==> src/dio_capture_defs.svh <==
// register offsets, field positions, reset values and timing counts of the line block
`ifndef DIO_CAPTURE_DEFS_SVH
`define DIO_CAPTURE_DEFS_SVH

`define OFS_CTRL       8'h00
`define OFS_STATUS     8'h04
`define OFS_DIVISOR    8'h08
`define OFS_DELAY      8'h0c
`define OFS_TOTAL      8'h10
`define OFS_PRETRIG    8'h14
`define OFS_SRCSEL     8'h18
`define OFS_DIR_LO     8'h1c
`define OFS_DIR_HI     8'h20
`define OFS_OUT_LO     8'h24
`define OFS_OUT_HI     8'h28
`define OFS_IN_LO      8'h2c
`define OFS_IN_HI      8'h30
`define OFS_CAPEN      8'h34
`define OFS_EXPORT     8'h38
`define OFS_DMA_BASE   8'h3c
`define OFS_DMA_SENT   8'h40
`define OFS_TSP_DATA   8'h44

// control fields
`define CTRL_ARM       0
`define CTRL_STOP      1
`define CTRL_EXT_STB   2
`define CTRL_STB_FALL  3
`define CTRL_MODE_LO   4
`define CTRL_MODE_HI   5
`define CTRL_REF_EN    6
`define CTRL_RETRIG    7
`define CTRL_HOLD_HIGH 8
`define CTRL_BEG_EN    9
`define CTRL_BEG_FALL  10
`define CTRL_REF_FALL  11
`define CTRL_FILT_LO   12
`define CTRL_FILT_HI   15

// status fields
`define STAT_RUN       0
`define STAT_OVF       1
`define STAT_LATE      2
`define STAT_CFGERR    3
`define STAT_EMPTY     4
`define STAT_FULL      5

`define EXPORT_EN      8

// reset values
`define CTRL_RST       16'h0000
`define DIVISOR_RST    32'h00000064
`define DELAY_RST      32'h00000002
`define TOTAL_RST      32'h00000400
`define PRETRIG_RST    32'h00000000

// timing: 200 MHz clock, input filter holds a level for at least FILTER_NS
`define CLK_MHZ        200
`define FILTER_NS      100
`define FILTER_CYC     ((`FILTER_NS * `CLK_MHZ + 999) / 1000)

`endif

==> src/dio_capture_pkg.sv <==
// types shared by the line block: engine states and sample modes
package dio_capture_pkg;
    typedef enum logic [3:0] {
        ST_IDLE  = 4'b0001,
        ST_WAIT  = 4'b0010,
        ST_DELAY = 4'b0100,
        ST_RUN   = 4'b1000
    } cap_state_e;

    typedef enum logic [1:0] {
        MODE_FINITE = 2'h0,
        MODE_CONT   = 2'h1,
        MODE_TSP    = 2'h2
    } cap_mode_e;
endpackage

==> src/dio_port_waveform_capture.sv <==
// 40-line static port with 32-line waveform capture (lines 0 to 31), timing engine, capture FIFO and DMA
`include "dio_capture_defs.svh"
`timescale 1ns/1ps

module dio_port_waveform_capture #(
    parameter int DEPTH = 16
) (
    // clock and reset
    input  wire logic        clk,
    input  wire logic        sys_rst,
    // lines, oe low while driving
    input  wire logic [39:0] lineIn,
    output logic      [39:0] lineOut,
    output logic      [39:0] lineOeN,
    // dma write port to host memory
    output logic             dmaValid,
    output logic      [31:0] dmaAddr,
    output logic      [31:0] dmaData,
    input  wire logic        dmaReady,
    // axi4-lite slave
    input  wire logic [7:0]  s_axi_awaddr,
    input  wire logic        s_axi_awvalid,
    output logic             s_axi_awready,
    input  wire logic [31:0] s_axi_wdata,
    input  wire logic [3:0]  s_axi_wstrb,
    input  wire logic        s_axi_wvalid,
    output logic             s_axi_wready,
    output logic      [1:0]  s_axi_bresp,
    output logic             s_axi_bvalid,
    input  wire logic        s_axi_bready,
    input  wire logic [7:0]  s_axi_araddr,
    input  wire logic        s_axi_arvalid,
    output logic             s_axi_arready,
    output logic      [31:0] s_axi_rdata,
    output logic      [1:0]  s_axi_rresp,
    output logic             s_axi_rvalid,
    input  wire logic        s_axi_rready
);
    import dio_capture_pkg::*;

    localparam int AW = $clog2(DEPTH);
    localparam logic [7:0] FILT_LAST = 8'(`FILTER_CYC - 1);

    if (DEPTH < 2 || (DEPTH & (DEPTH - 1)) != 0) begin : g_bad_depth
        $error("DEPTH must be a power of two, at least 2");
    end

    typedef struct packed {
        cap_state_e                 st;
        logic [39:0]                s1;
        logic [39:0]                s2;
        logic [39:0]                s3;
        logic [39:0]                pin;
        logic [3:0]                 filt;
        logic [3:0][7:0]            fcnt;
        logic                       tbTick;
        logic [31:0]                divCnt;
        logic [31:0]                dlyCnt;
        logic [31:0]                smpCnt;
        logic                       refSeen;
        logic                       stbPrev;
        logic                       begPrev;
        logic                       refPrev;
        logic [15:0]                ctrl;
        logic [31:0]                divisor;
        logic [31:0]                delay;
        logic [31:0]                total;
        logic [31:0]                pre;
        logic [31:0]                srcSel;
        logic [39:0]                dir;
        logic [39:0]                outv;
        logic [31:0]                capEn;
        logic [8:0]                 expSel;
        logic [31:0]                dmaBase;
        logic [31:0]                dmaSent;
        logic                       ovf;
        logic                       late;
        logic                       cfgErr;
        logic                       tspPend;
        logic [31:0]                tspData;
        logic [DEPTH-1:0][31:0]     mem;
        logic [AW-1:0]              wp;
        logic [AW-1:0]              rp;
        logic [AW:0]                cnt;
        logic                       awGot;
        logic                       wGot;
        logic [7:0]                 awAddr;
        logic [31:0]                wData;
        logic [3:0]                 wStrb;
        logic                       awready;
        logic                       wready;
        logic                       bvalid;
        logic [1:0]                 bresp;
        logic                       arready;
        logic                       rvalid;
        logic [31:0]                rdata;
        logic [1:0]                 rresp;
        logic                       dmaValid;
        logic [31:0]                dmaAddr;
        logic [31:0]                dmaData;
        logic [39:0]                lineOut;
        logic [39:0]                lineOeN;
    } state_s;

    state_s q;
    state_s n;

    // byte-lane merge for register writes
    function automatic logic [31:0] mergeBytes(input logic [31:0] old, input logic [31:0] d,
                                               input logic [3:0] strb);
        logic [31:0] r;
        r = old;
        for (int b = 0; b < 4; b++) begin
            if (strb[b]) begin
                r[b*8 +: 8] = d[b*8 +: 8];
            end
        end
        return r;
    endfunction

    // picks a line by number; numbers past 39 read low
    function automatic logic pickLine(input logic [39:0] v, input logic [5:0] idx);
        logic r;
        r = 1'b0;
        if (idx < 6'h28) begin
            r = v[idx];
        end
        return r;
    endfunction

    function automatic logic edgeOf(input logic prev, input logic cur, input logic fall);
        return fall ? (prev & ~cur) : (~prev & cur);
    endfunction

    ////////////////////////////////////////////////////////////////////////////////////////
    logic [3:0]  raw;
    logic [3:0]  sig;
    logic [31:0] div;
    logic        intLvl;
    logic        stb;
    logic        hold;
    logic        sampleEv;
    logic        begEv;
    logic        refEv;
    logic        pop;
    logic        done;
    logic [AW:0] cntAfter;
    logic [31:0] sample;
    logic [31:0] sentNext;
    cap_mode_e   mode;

    always_comb begin
        n = q;
        mode = cap_mode_e'(q.ctrl[`CTRL_MODE_HI:`CTRL_MODE_LO]);
        done = 1'b0;
        n.tbTick = ~q.tbTick;

        // pin inputs: three stages, a change counts when stages two and three agree
        n.s1 = lineIn;
        n.s2 = q.s1;
        n.s3 = q.s2;
        for (int i = 0; i < 40; i++) begin
            if (q.s2[i] == q.s3[i]) begin
                n.pin[i] = q.s3[i];
            end
        end

        // strobe, begin, reference, hold sources and their filters
        raw[0] = pickLine(q.pin, q.srcSel[5:0]);
        raw[1] = pickLine(q.pin, q.srcSel[13:8]);
        raw[2] = pickLine(q.pin, q.srcSel[21:16]);
        raw[3] = pickLine(q.pin, q.srcSel[29:24]);
        for (int k = 0; k < 4; k++) begin
            if (!q.ctrl[`CTRL_FILT_LO + k] || raw[k] == q.filt[k]) begin
                n.fcnt[k] = 8'h00;
                n.filt[k] = q.ctrl[`CTRL_FILT_LO + k] ? q.filt[k] : raw[k];
            end else if (q.fcnt[k] == FILT_LAST) begin
                n.fcnt[k] = 8'h00;
                n.filt[k] = raw[k];
            end else begin
                n.fcnt[k] = q.fcnt[k] + 8'h01;
            end
            sig[k] = q.ctrl[`CTRL_FILT_LO + k] ? q.filt[k] : raw[k];
        end

        // strobe generation and selection
        div = (q.divisor < 32'h2) ? 32'h2 : q.divisor;
        intLvl = (q.st == ST_RUN) && (q.divCnt < (div >> 1));
        stb = q.ctrl[`CTRL_EXT_STB] ? sig[0] : intLvl;
        n.stbPrev = stb;
        n.begPrev = sig[1];
        n.refPrev = sig[2];
        hold = (sig[3] == q.ctrl[`CTRL_HOLD_HIGH]);
        sampleEv = edgeOf(q.stbPrev, stb, q.ctrl[`CTRL_STB_FALL])
                   && (q.st == ST_RUN) && !hold;
        begEv = edgeOf(q.begPrev, sig[1], q.ctrl[`CTRL_BEG_FALL]);
        refEv = edgeOf(q.refPrev, sig[2], q.ctrl[`CTRL_REF_FALL]);
        sample = q.pin[31:0] & q.capEn;

        // dma drain of the FIFO
        sentNext = q.dmaSent + {31'h0, q.dmaValid & dmaReady};
        n.dmaSent = sentNext;
        pop = (!q.dmaValid || dmaReady) && (q.cnt != '0);
        if (pop) begin
            n.dmaValid = 1'b1;
            n.dmaData = q.mem[q.rp];
            n.dmaAddr = q.dmaBase + {sentNext[29:0], 2'b00};
            n.rp = q.rp + 1'b1;
        end else if (dmaReady) begin
            n.dmaValid = 1'b0;
        end
        cntAfter = q.cnt - {{AW{1'b0}}, pop};
        n.cnt = cntAfter;

        // axi write channel, address and data in either order
        if (s_axi_awvalid && q.awready) begin
            n.awGot = 1'b1;
            n.awAddr = s_axi_awaddr;
        end
        if (s_axi_wvalid && q.wready) begin
            n.wGot = 1'b1;
            n.wData = s_axi_wdata;
            n.wStrb = s_axi_wstrb;
        end
        if (q.bvalid && s_axi_bready) begin
            n.bvalid = 1'b0;
        end
        if (q.awGot && q.wGot && !q.bvalid) begin
            n.awGot = 1'b0;
            n.wGot = 1'b0;
            n.bvalid = 1'b1;
            n.bresp = 2'h0;
            case ({q.awAddr[7:2], 2'b00})
                `OFS_CTRL: begin
                    n.ctrl = 16'(mergeBytes({16'h0, q.ctrl}, q.wData, q.wStrb) & 32'hfffc);
                    if (q.wStrb[0] && q.wData[`CTRL_STOP]) begin
                        n.st = ST_IDLE;
                    end else if (q.wStrb[0] && q.wData[`CTRL_ARM] && q.st == ST_IDLE) begin
                        if (n.ctrl[`CTRL_REF_EN] && n.ctrl[`CTRL_MODE_HI:`CTRL_MODE_LO]
                            != MODE_FINITE) begin
                            n.cfgErr = 1'b1;
                        end else begin
                            n.st = ST_WAIT;
                        end
                    end
                end
                `OFS_STATUS: begin
                    if (q.wStrb[0]) begin
                        n.ovf = q.ovf & ~q.wData[`STAT_OVF];
                        n.late = q.late & ~q.wData[`STAT_LATE];
                        n.cfgErr = q.cfgErr & ~q.wData[`STAT_CFGERR];
                    end
                end
                `OFS_DIVISOR:  n.divisor = mergeBytes(q.divisor, q.wData, q.wStrb);
                `OFS_DELAY:    n.delay = mergeBytes(q.delay, q.wData, q.wStrb);
                `OFS_TOTAL:    n.total = mergeBytes(q.total, q.wData, q.wStrb);
                `OFS_PRETRIG:  n.pre = mergeBytes(q.pre, q.wData, q.wStrb);
                `OFS_SRCSEL:   n.srcSel = mergeBytes(q.srcSel, q.wData, q.wStrb);
                `OFS_DIR_LO:   n.dir[31:0] = mergeBytes(q.dir[31:0], q.wData, q.wStrb);
                `OFS_DIR_HI:   n.dir[39:32] = q.wStrb[0] ? q.wData[7:0] : q.dir[39:32];
                `OFS_OUT_LO:   n.outv[31:0] = mergeBytes(q.outv[31:0], q.wData, q.wStrb);
                `OFS_OUT_HI:   n.outv[39:32] = q.wStrb[0] ? q.wData[7:0] : q.outv[39:32];
                `OFS_CAPEN:    n.capEn = mergeBytes(q.capEn, q.wData, q.wStrb);
                `OFS_EXPORT:   n.expSel = 9'(mergeBytes({23'h0, q.expSel}, q.wData, q.wStrb));
                `OFS_DMA_BASE: n.dmaBase = mergeBytes(q.dmaBase, q.wData, q.wStrb);
                `OFS_DMA_SENT: n.dmaSent = 32'h0;
                default:       n.bresp = 2'h2;
            endcase
        end

        // axi read channel; a read of the single-point sample releases it
        if (q.rvalid && s_axi_rready) begin
            n.rvalid = 1'b0;
        end
        if (s_axi_arvalid && q.arready) begin
            n.rvalid = 1'b1;
            n.rresp = 2'h0;
            case ({s_axi_araddr[7:2], 2'b00})
                `OFS_CTRL:     n.rdata = {16'h0, q.ctrl};
                `OFS_STATUS:   n.rdata = {26'h0, q.cnt == DEPTH[AW:0], q.cnt == '0,
                                          q.cfgErr, q.late, q.ovf, q.st != ST_IDLE};
                `OFS_DIVISOR:  n.rdata = q.divisor;
                `OFS_DELAY:    n.rdata = q.delay;
                `OFS_TOTAL:    n.rdata = q.total;
                `OFS_PRETRIG:  n.rdata = q.pre;
                `OFS_SRCSEL:   n.rdata = q.srcSel;
                `OFS_DIR_LO:   n.rdata = q.dir[31:0];
                `OFS_DIR_HI:   n.rdata = {24'h0, q.dir[39:32]};
                `OFS_OUT_LO:   n.rdata = q.outv[31:0];
                `OFS_OUT_HI:   n.rdata = {24'h0, q.outv[39:32]};
                `OFS_IN_LO:    n.rdata = q.pin[31:0];
                `OFS_IN_HI:    n.rdata = {24'h0, q.pin[39:32]};
                `OFS_CAPEN:    n.rdata = q.capEn;
                `OFS_EXPORT:   n.rdata = {23'h0, q.expSel};
                `OFS_DMA_BASE: n.rdata = q.dmaBase;
                `OFS_DMA_SENT: n.rdata = q.dmaSent;
                `OFS_TSP_DATA: begin
                    n.rdata = q.tspData;
                    n.tspPend = 1'b0;
                end
                default: begin
                    n.rdata = 32'h0;
                    n.rresp = 2'h2;
                end
            endcase
        end

        ////////////////////////////////////////////////////////////////////////////////////
        // timing engine; flags set here win over a software clear in the same cycle
        case (q.st)
            ST_IDLE: begin
                n.divCnt = 32'h0;
            end
            ST_WAIT: begin
                if (!q.ctrl[`CTRL_BEG_EN] || begEv) begin
                    n.st = q.ctrl[`CTRL_EXT_STB] ? ST_RUN : ST_DELAY;
                    n.dlyCnt = 32'h0;
                    n.smpCnt = 32'h0;
                    n.divCnt = 32'h0;
                    n.refSeen = 1'b0;
                end
            end
            ST_DELAY: begin
                if (q.dlyCnt >= q.delay) begin
                    n.st = ST_RUN;
                    n.dlyCnt = 32'h0;
                end else if (q.tbTick) begin
                    n.dlyCnt = q.dlyCnt + 32'h1;
                end
            end
            ST_RUN: begin
                // the internal divider halts while held
                if (q.tbTick && !hold) begin
                    n.divCnt = (q.divCnt >= div - 32'h1) ? 32'h0 : q.divCnt + 32'h1;
                end
                if (mode == MODE_FINITE && q.ctrl[`CTRL_REF_EN] && refEv && !q.refSeen
                    && q.smpCnt >= q.pre) begin
                    n.refSeen = 1'b1;
                end
                if (sampleEv) begin
                    n.smpCnt = q.smpCnt + 32'h1;
                    if (mode == MODE_TSP) begin
                        if (n.tspPend) begin
                            n.late = 1'b1;
                        end
                        n.tspPend = 1'b1;
                        n.tspData = sample;
                    end else begin
                        n.mem[q.wp] = sample;
                        if (cntAfter == DEPTH[AW:0]) begin
                            n.ovf = 1'b1;
                            if (mode == MODE_CONT || (q.ctrl[`CTRL_REF_EN] && !q.refSeen)) begin
                                n.wp = q.wp + 1'b1;
                                n.rp = n.rp + 1'b1;
                            end else begin
                                n.mem[q.wp] = q.mem[q.wp];
                            end
                        end else begin
                            n.wp = q.wp + 1'b1;
                            n.cnt = cntAfter + 1'b1;
                        end
                    end
                    if (mode == MODE_FINITE) begin
                        if (q.ctrl[`CTRL_REF_EN]) begin
                            if (q.refSeen) begin
                                n.dlyCnt = q.dlyCnt + 32'h1;
                                done = (q.dlyCnt + 32'h1 >= q.total - q.pre);
                            end
                        end else begin
                            done = (q.smpCnt + 32'h1 >= q.total);
                        end
                    end
                end
                if (done) begin
                    // retrigger rearms only once the burst is over
                    n.st = (q.ctrl[`CTRL_RETRIG] && !q.ctrl[`CTRL_REF_EN]) ? ST_WAIT
                                                                           : ST_IDLE;
                end
            end
            default: n.st = ST_IDLE;
        endcase

        // a stop command outranks the next state the engine decided this cycle
        if (q.awGot && q.wGot && !q.bvalid && {q.awAddr[7:2], 2'b00} == `OFS_CTRL
            && q.wStrb[0] && q.wData[`CTRL_STOP]) begin
            n.st = ST_IDLE;
        end

        // line drivers; an exported strobe goes out inverted
        for (int i = 0; i < 40; i++) begin
            if (q.expSel[`EXPORT_EN] && q.expSel[5:0] == 6'(i)) begin
                n.lineOut[i] = ~stb;
                n.lineOeN[i] = 1'b0;
            end else begin
                n.lineOut[i] = q.outv[i];
                n.lineOeN[i] = ~q.dir[i];
            end
        end

        n.awready = !n.awGot && !n.bvalid;
        n.wready = !n.wGot && !n.bvalid;
        n.arready = !n.rvalid;
    end

    always_ff @(posedge clk) begin
        if (sys_rst) begin
            q <= '0;
            q.st <= ST_IDLE;
            q.ctrl <= `CTRL_RST;
            q.divisor <= `DIVISOR_RST;
            q.delay <= `DELAY_RST;
            q.total <= `TOTAL_RST;
            q.pre <= `PRETRIG_RST;
            q.lineOeN <= 40'hff_ffff_ffff;
        end else begin
            q <= n;
        end
    end

    assign lineOut = q.lineOut;
    assign lineOeN = q.lineOeN;
    assign dmaValid = q.dmaValid;
    assign dmaAddr = q.dmaAddr;
    assign dmaData = q.dmaData;
    assign s_axi_awready = q.awready;
    assign s_axi_wready = q.wready;
    assign s_axi_bvalid = q.bvalid;
    assign s_axi_bresp = q.bresp;
    assign s_axi_arready = q.arready;
    assign s_axi_rvalid = q.rvalid;
    assign s_axi_rdata = q.rdata;
    assign s_axi_rresp = q.rresp;
endmodule

==> config.mk <==
export PLATFORM = sky130hd
export DESIGN_NAME = dio_port_waveform_capture
export DESIGN_NICKNAME = d
export VERILOG_FILES = /design/src/dio_capture_pkg.sv /design/src/dio_port_waveform_capture.sv
export VERILOG_INCLUDE_DIRS = /design/src
export SDC_FILE = /design/constraint.sdc
export NUM_CORES = 2
export LEC_CHECK = 0
export ABC_CLOCK_PERIOD_IN_PS = 4500
export BUFFER_PORTS_ARGS = -buffer_cell sky130_fd_sc_hd__buf_4
export CORE_ASPECT_RATIO = 2
export CORE_MARGIN = 1
export CORE_UTILIZATION = 57
export CTS_CLUSTER_DIAMETER = 60
export CTS_CLUSTER_SIZE = 24
export DETAILED_ROUTE_END_ITERATION = 16
export GPL_TIMING_DRIVEN = 0
export PLACE_DENSITY = 0.74
export SYNTH_ARGS = -nofsm -noshare
export SYNTH_HDL_FRONTEND = slang
export SYNTH_SLANG_ARGS = --single-unit
==> constraint.sdc <==
create_clock -name clk -period 4.5 [get_ports clk]
set_input_delay 0.45 -clock clk [delete_from_list [all_inputs] [get_ports clk]]
set_output_delay 0.45 -clock clk [all_outputs]
set_load 0.005 [all_outputs]
==> results of run 1 <==
## metal layers
metal  global-route usage  GRT overflow
met1                0.764            31
met2                0.998          1045
met3                0.615            28
met4                0.865           627
met5                0.209             2
## through the flow
step	worst slack (ns)	util	cells	hold slack [ns]
3_5_place_dp	-3.31	0.610	10200	0.427
3_3_place_gp	-3.53	0.608	10100	0.419
4_1_cts	-0.674	0.646	10400	0.000126
2_1_floorplan	0.00894	-	8173	0.414
## Yosys cell counts, types with 28 or more instances
master,n,area (µm²)
dfxtp_1,1449,29000
nand2_1,909,3410
nand3_1,797,3990
o21ai_0,666,3330
a21oi_1,554,2770
clkbuf_1,504,1890
nor2_1,438,1640
mux4_2,353,7950
ha_1,270,3380
mux2i_1,259,2590
inv_1,204,766
buf_4,183,1370
nor2b_1,176,1100
xnor2_1,131,1150
a22oi_1,110,826
nand4_1,83,519
xor2_1,74,648
nor3_1,70,350
o31ai_1,60,450
buf_1,59,221
a31oi_1,55,344
a21o_1,52,390
o21ai_1,52,260
and3_1,50,313
o211ai_1,49,368
buf_2,41,205
a221oi_1,36,315
nand2b_1,32,200
o21a_1,32,240
or4_1,28,210
## timing repair
item                                    CTS
cloned                                    1
endpoints found under the setup margin  669
buffers inserted                         60
pin swaps                                56
gates resized for setup                 278
endpoints found under the hold margin    79
hold buffers                             79
## cells by family after synthesis
group | count (synthesis) | synth area share
flip-flops | 1449 | 0.393
adder cells (fa/ha/maj) | 272 | 0.0464
AO/OA/AOI/OAI | 1880 | 0.154
AND/OR/NAND/NOR | 2740 | 0.175
buffers and inverters | 1006 | 0.0625
other | 1 | 0.0000509
multiplexers | 619 | 0.144
XOR/XNOR | 205 | 0.0244
==> metrics.md, run 1 <==
| Metric | Value |
|---|---|
| Width of the die | `256 µm` |
| Pin count of the biggest net entering global routing | `25` |
| GP Congestion | `1.23` |
| Starting Density | `0.575` |
| Status | `did not finish` |
| Register area share after synthesis | `0.393` |
| Synth unique cells | `96` |
| Number of H-tree levels | `3` |
| # clock sinks | `1,449` |
| Overflow left after global routing | `1,733` |
| Asr flop ratio synth | `0` |
| Synth Register Bits | `1,449` |
| Failed at | `5_1_grt` |
| Port buffer count | `275` |
| First Err | `[ERROR GRT-0116] Global routing finished with congestion. Check the congestion regions in the DRC Viewer.` |
| Io pins | `286` |
| Post-DP Area | `78,200 µm²` |
| Inserted Clock Buffers | `78` |
| Vias in the first global route | `89,300` |
| First-pass GRT wire length | `775 mm` |
| Die height | `511 µm` |
| Mean Syn Cell Area | `9.02 µm²` |
| Mapped Cells | `8,172` |
| Top FF cell, synth | `dfxtp_1` |
| DP HPWL | `321 mm` |
| Post-synth EDFFs | `0` |
| Clk buf depth | `3` |
| Synthesized cell area | `73,700 µm²` |
| Cell row count | `186` |
| GRT Total Usage | `0.795` |
| CTS root buf | `clkbuf_16` |
| Warnings, synthesis | `0` |
==> run 2: changes to the inputs <==
==> config.mk (replaced) <==
export PLATFORM = sky130hd
export DESIGN_NAME = dio_port_waveform_capture
export DESIGN_NICKNAME = d
export VERILOG_FILES = /design/src/dio_capture_pkg.sv /design/src/dio_port_waveform_capture.sv
export VERILOG_INCLUDE_DIRS = /design/src
export SDC_FILE = /design/constraint.sdc
export NUM_CORES = 2
export LEC_CHECK = 0
export ABC_CLOCK_PERIOD_IN_PS = 5850
export BUFFER_PORTS_ARGS = -buffer_cell sky130_fd_sc_hd__buf_4
export CORE_MARGIN = 1
export CORE_UTILIZATION = 40
export DETAILED_ROUTE_END_ITERATION = 16
export GPL_TIMING_DRIVEN = 0
export PLACE_DENSITY_LB_ADDON = 0.15
export SYNTH_ARGS = -nofsm -noshare
export SYNTH_HDL_FRONTEND = slang
export SYNTH_SLANG_ARGS = --single-unit
==> constraint.sdc (replaced) <==
create_clock -name clk -period 5.85 [get_ports clk]
set_input_delay 0.585 -clock clk [delete_from_list [all_inputs] [get_ports clk]]
set_output_delay 0.585 -clock clk [all_outputs]
set_load 0.005 [all_outputs]
==> metrics.md, run 2 <==
| Metric | Value |
|---|---|
| Top cell type's share of synthesized area | `0.393 (unchanged)` |
| Crit-path max FO | `10` |
| Synthesized cell area | `73,700 µm² (unchanged)` |
| TritonCTS clock tree | `built` |
| Slew @ Worst Pin | `1.68 ns` |
| Max-cap viol count | `16` |
| Post-layout util | `0.467` |
| GRT Total Usage | `0.386` |
| Post-DP Area | `79,000 µm² (was 78,200 µm²)` |
| # nets final | `9,058` |
| Largest register FFs | `1,183` |
| Clk Latency, worst-skew pair | `0.88 ns` |
| Number of H-tree levels | `4 (was 3)` |
| Setup violators final | `0` |
| Top FF cell, synth | `dfxtp_1 (unchanged)` |
| CP required | `6.60 ns` |
| P&R area growth vs syn | `16.1%` |
| GP Congestion | `1.11 (was 1.23)` |
| Warnings, synthesis | `0 (unchanged)` |
| Wire per inst | `32.5 µm` |
| Asr flop ratio synth | `0 (unchanged)` |
| Pins over their slew limit | `166` |
| RSZ-0062 raised after global routing | `false` |
| Port buffer count | `275 (unchanged)` |
| Worst VDD drop | `0.289 mV` |
| Final ANT Viol Nets | `0` |
| Width of the die | `431 µm (was 256 µm)` |
| Residual DRC | `0` |
| Power Dens Cells | `277 nW/µm²` |
| Startpoint Class | `flop` |
| Yosys top cell by area | `dfxtp_1 (unchanged)` |
| Clk buf depth | `3 (unchanged)` |
| Drt pass-1 iters | `7` |
| Synth unique cells | `96 (unchanged)` |
| Overflow left after global routing | `0` |
| Final Instance Area | `85,600 µm²` |
| Cell row count | `157 (was 186)` |
| Final WL | `368 mm` |
| Starting Density | `0.403 (was 0.575)` |
| Hold Fails Final Rpt | `0` |
| Post-synth EDFFs | `0 (unchanged)` |
| Most frequent cells in the layout | `dfxtp_1 (1,446), nand2_1 (908), nand3_1 (797)` |
| Register area share after synthesis | `0.393 (unchanged)` |
| Filler cell count | `17,900` |
| Worst Hold Margin | `0.00628 ns` |
| DP HPWL | `289 mm (was 321 mm)` |
| Mapped Cells | `8,172 (unchanged)` |
| Most common cell in the netlist | `dfxtp_1 (unchanged)` |
| Status | `finished, violations left (was did not finish)` |
| Core footprint | `183,000 µm²` |
| Synth Register Bits | `1,449 (unchanged)` |
| Most area-consuming cells after synthesis | `dfxtp_1 (39%), mux4_2 (11%), nand3_1 (5.4%), nand2_1 (4.6%), ha_1 (4.6%) (unchanged)` |
| Io pins | `286 (unchanged)` |
| Clock-pin slew on the worst setup and hold paths | `0.06 ns` |
| # clock sinks | `1,449 (unchanged)` |
| Pleak | `0.0301 µW` |
| Worst setup path category | `reg -> reg` |
| Vias | `69,800` |
| Die height | `431 µm (was 511 µm)` |
| Commonest non-fill, non-tap cell in the layout | `dfxtp_1` |
| DRT iter0 DRCs | `8,371` |
| Die ar. | `186,000 µm²` |
| Biggest register | `q` |
| Fmax | `0.172 GHz` |
| Crit path DAT | `6.56 ns` |
| Pin count of the biggest net entering global routing | `19` |
| Vias per inst | `6.16` |
| Inserted Clock Buffers | `167 (was 78)` |
| Vias in the first global route | `65,900` |
| Crit end category | `flop` |
| CTS root buf | `clkbuf_16 (unchanged)` |
| Initial antenna violation count | `38` |
| Synth top cells by count | `dfxtp_1 (1,449), nand2_1 (909), nand3_1 (797) (unchanged)` |
| Final period utilization | `0.993` |
| Failing checks | `capacitance limit, slew limit` |
| Worst hold path type | `in -> reg` |
| Total chip power | `23,700 µW` |
| Layout cell share with drive strength beyond 1 | `0.145` |
| Clock period minus worst slack | `5.81 ns` |
| Max_slew headroom | `-0.122` |
| First-pass GRT wire length | `507 mm` |
| Mean Syn Cell Area | `9.02 µm² (unchanged)` |
| Setup Skew | `0.0467 ns` |
[run 2: path summary, 6_finish.rpt]
kind | slack [ns] | from | endpoint | cells after the start
max reg2reg | 0.04 | q[1321] | q[1166] | 9
min reg2reg | 0.44 | n[1376] | n[1336] | 1
min | 0.006 | s_axi_wdata[16] | q[206] | 3
max | 0.04 | q[1321] | q[1166] | 9
[run 2: what timing repair did]
action	4_1_cts	5_1_grt
endpoints found under the hold margin	60	0
resized for setup	21	18
hold buffers	60	0
pin swaps	0	1
setup endpoints to repair	550	348
buffers inserted	0	5
[run 2: layout make-up]
cell class | instances | area (µm²) | share of cell area
tap | 2464 | 3080 | 0.0360
timing repair buffer | 348 | 2830 | 0.0330
sequential | 1449 | 29000 | 0.339
clock buffer | 231 | 4790 | 0.0560
buffer | 796 | 3850 | 0.0450
inverter | 206 | 773 | 0.00904
antenna | 22 | 55.1 | 0.000643
multi-input combinational | 5718 | 40300 | 0.471
clock inverter | 82 | 910 | 0.0106
[run 2: where the power goes]
| group | leakage, µW | switching [µW] | total (µW) | internal, µW |
|---|---|---|---|---|
| Clock | 0.00280 | 4690 | 11000 | 6310 |
| Combinational | 0.0156 | 1820 | 2590 | 772 |
| Sequential | 0.0117 | 128 | 10100 | 9980 |
[run 2: metrics by stage]
| stage | worst slack (ns) | TNS, ns | cells |
|---|---|---|---|
| 2_1_floorplan | 1.04 | 0 | 8173 |
| 5_1_grt | 0.00156 | 0 | 11300 |
| 3_3_place_gp | -1.72 | -547.65 | 10900 |
| 3_5_place_dp | -1.82 | -588.41 | 10900 |
| 6_report | 0.0395 | 0 | 11300 |
| 4_1_cts | 0.00291 | 0 | 11300 |
[run 2: metal layers]
metal / global-route usage / part of all wire / vias to the layer above
met1: 0.458 / 0.37 / 34300
met5: 0 / 0.00042 / -
met3: 0.0943 / 0.093 / 1097
met2: 0.598 / 0.44 / 3794
li1: - / - / 30500
met4: 0.304 / 0.092 / 26
[run 2: cells by family (layout without fill, tap and decap cells)]
logic type | Yosys count | count (layout) | share of synthesized area
AO/OA/AOI/OAI | 1880 | 1880 | 0.154
XOR/XNOR | 205 | 205 | 0.0244
adder cells (fa/ha/maj) | 272 | 272 | 0.0464
buffers and inverters | 1006 | 1663 | 0.0625
flip-flops | 1449 | 1449 | 0.393
multiplexers | 619 | 619 | 0.144
other | 1 | 24 | 0.0000509
AND/OR/NAND/NOR | 2740 | 2740 | 0.175
[run 2: critical path, stage by stage, from the launching register on]
cell	delay, ns
dfxtp_1	1.07
mux4_2	0.42
mux2i_1	0.08
o32ai_1	0.64
o2111ai_1	0.28
a22o_1	0.30
o21ai_0	1.15
clkbuf_1	1.02
nand2_2	0.38
a31o_2	0.34
(Power assumes the default switching activity.)
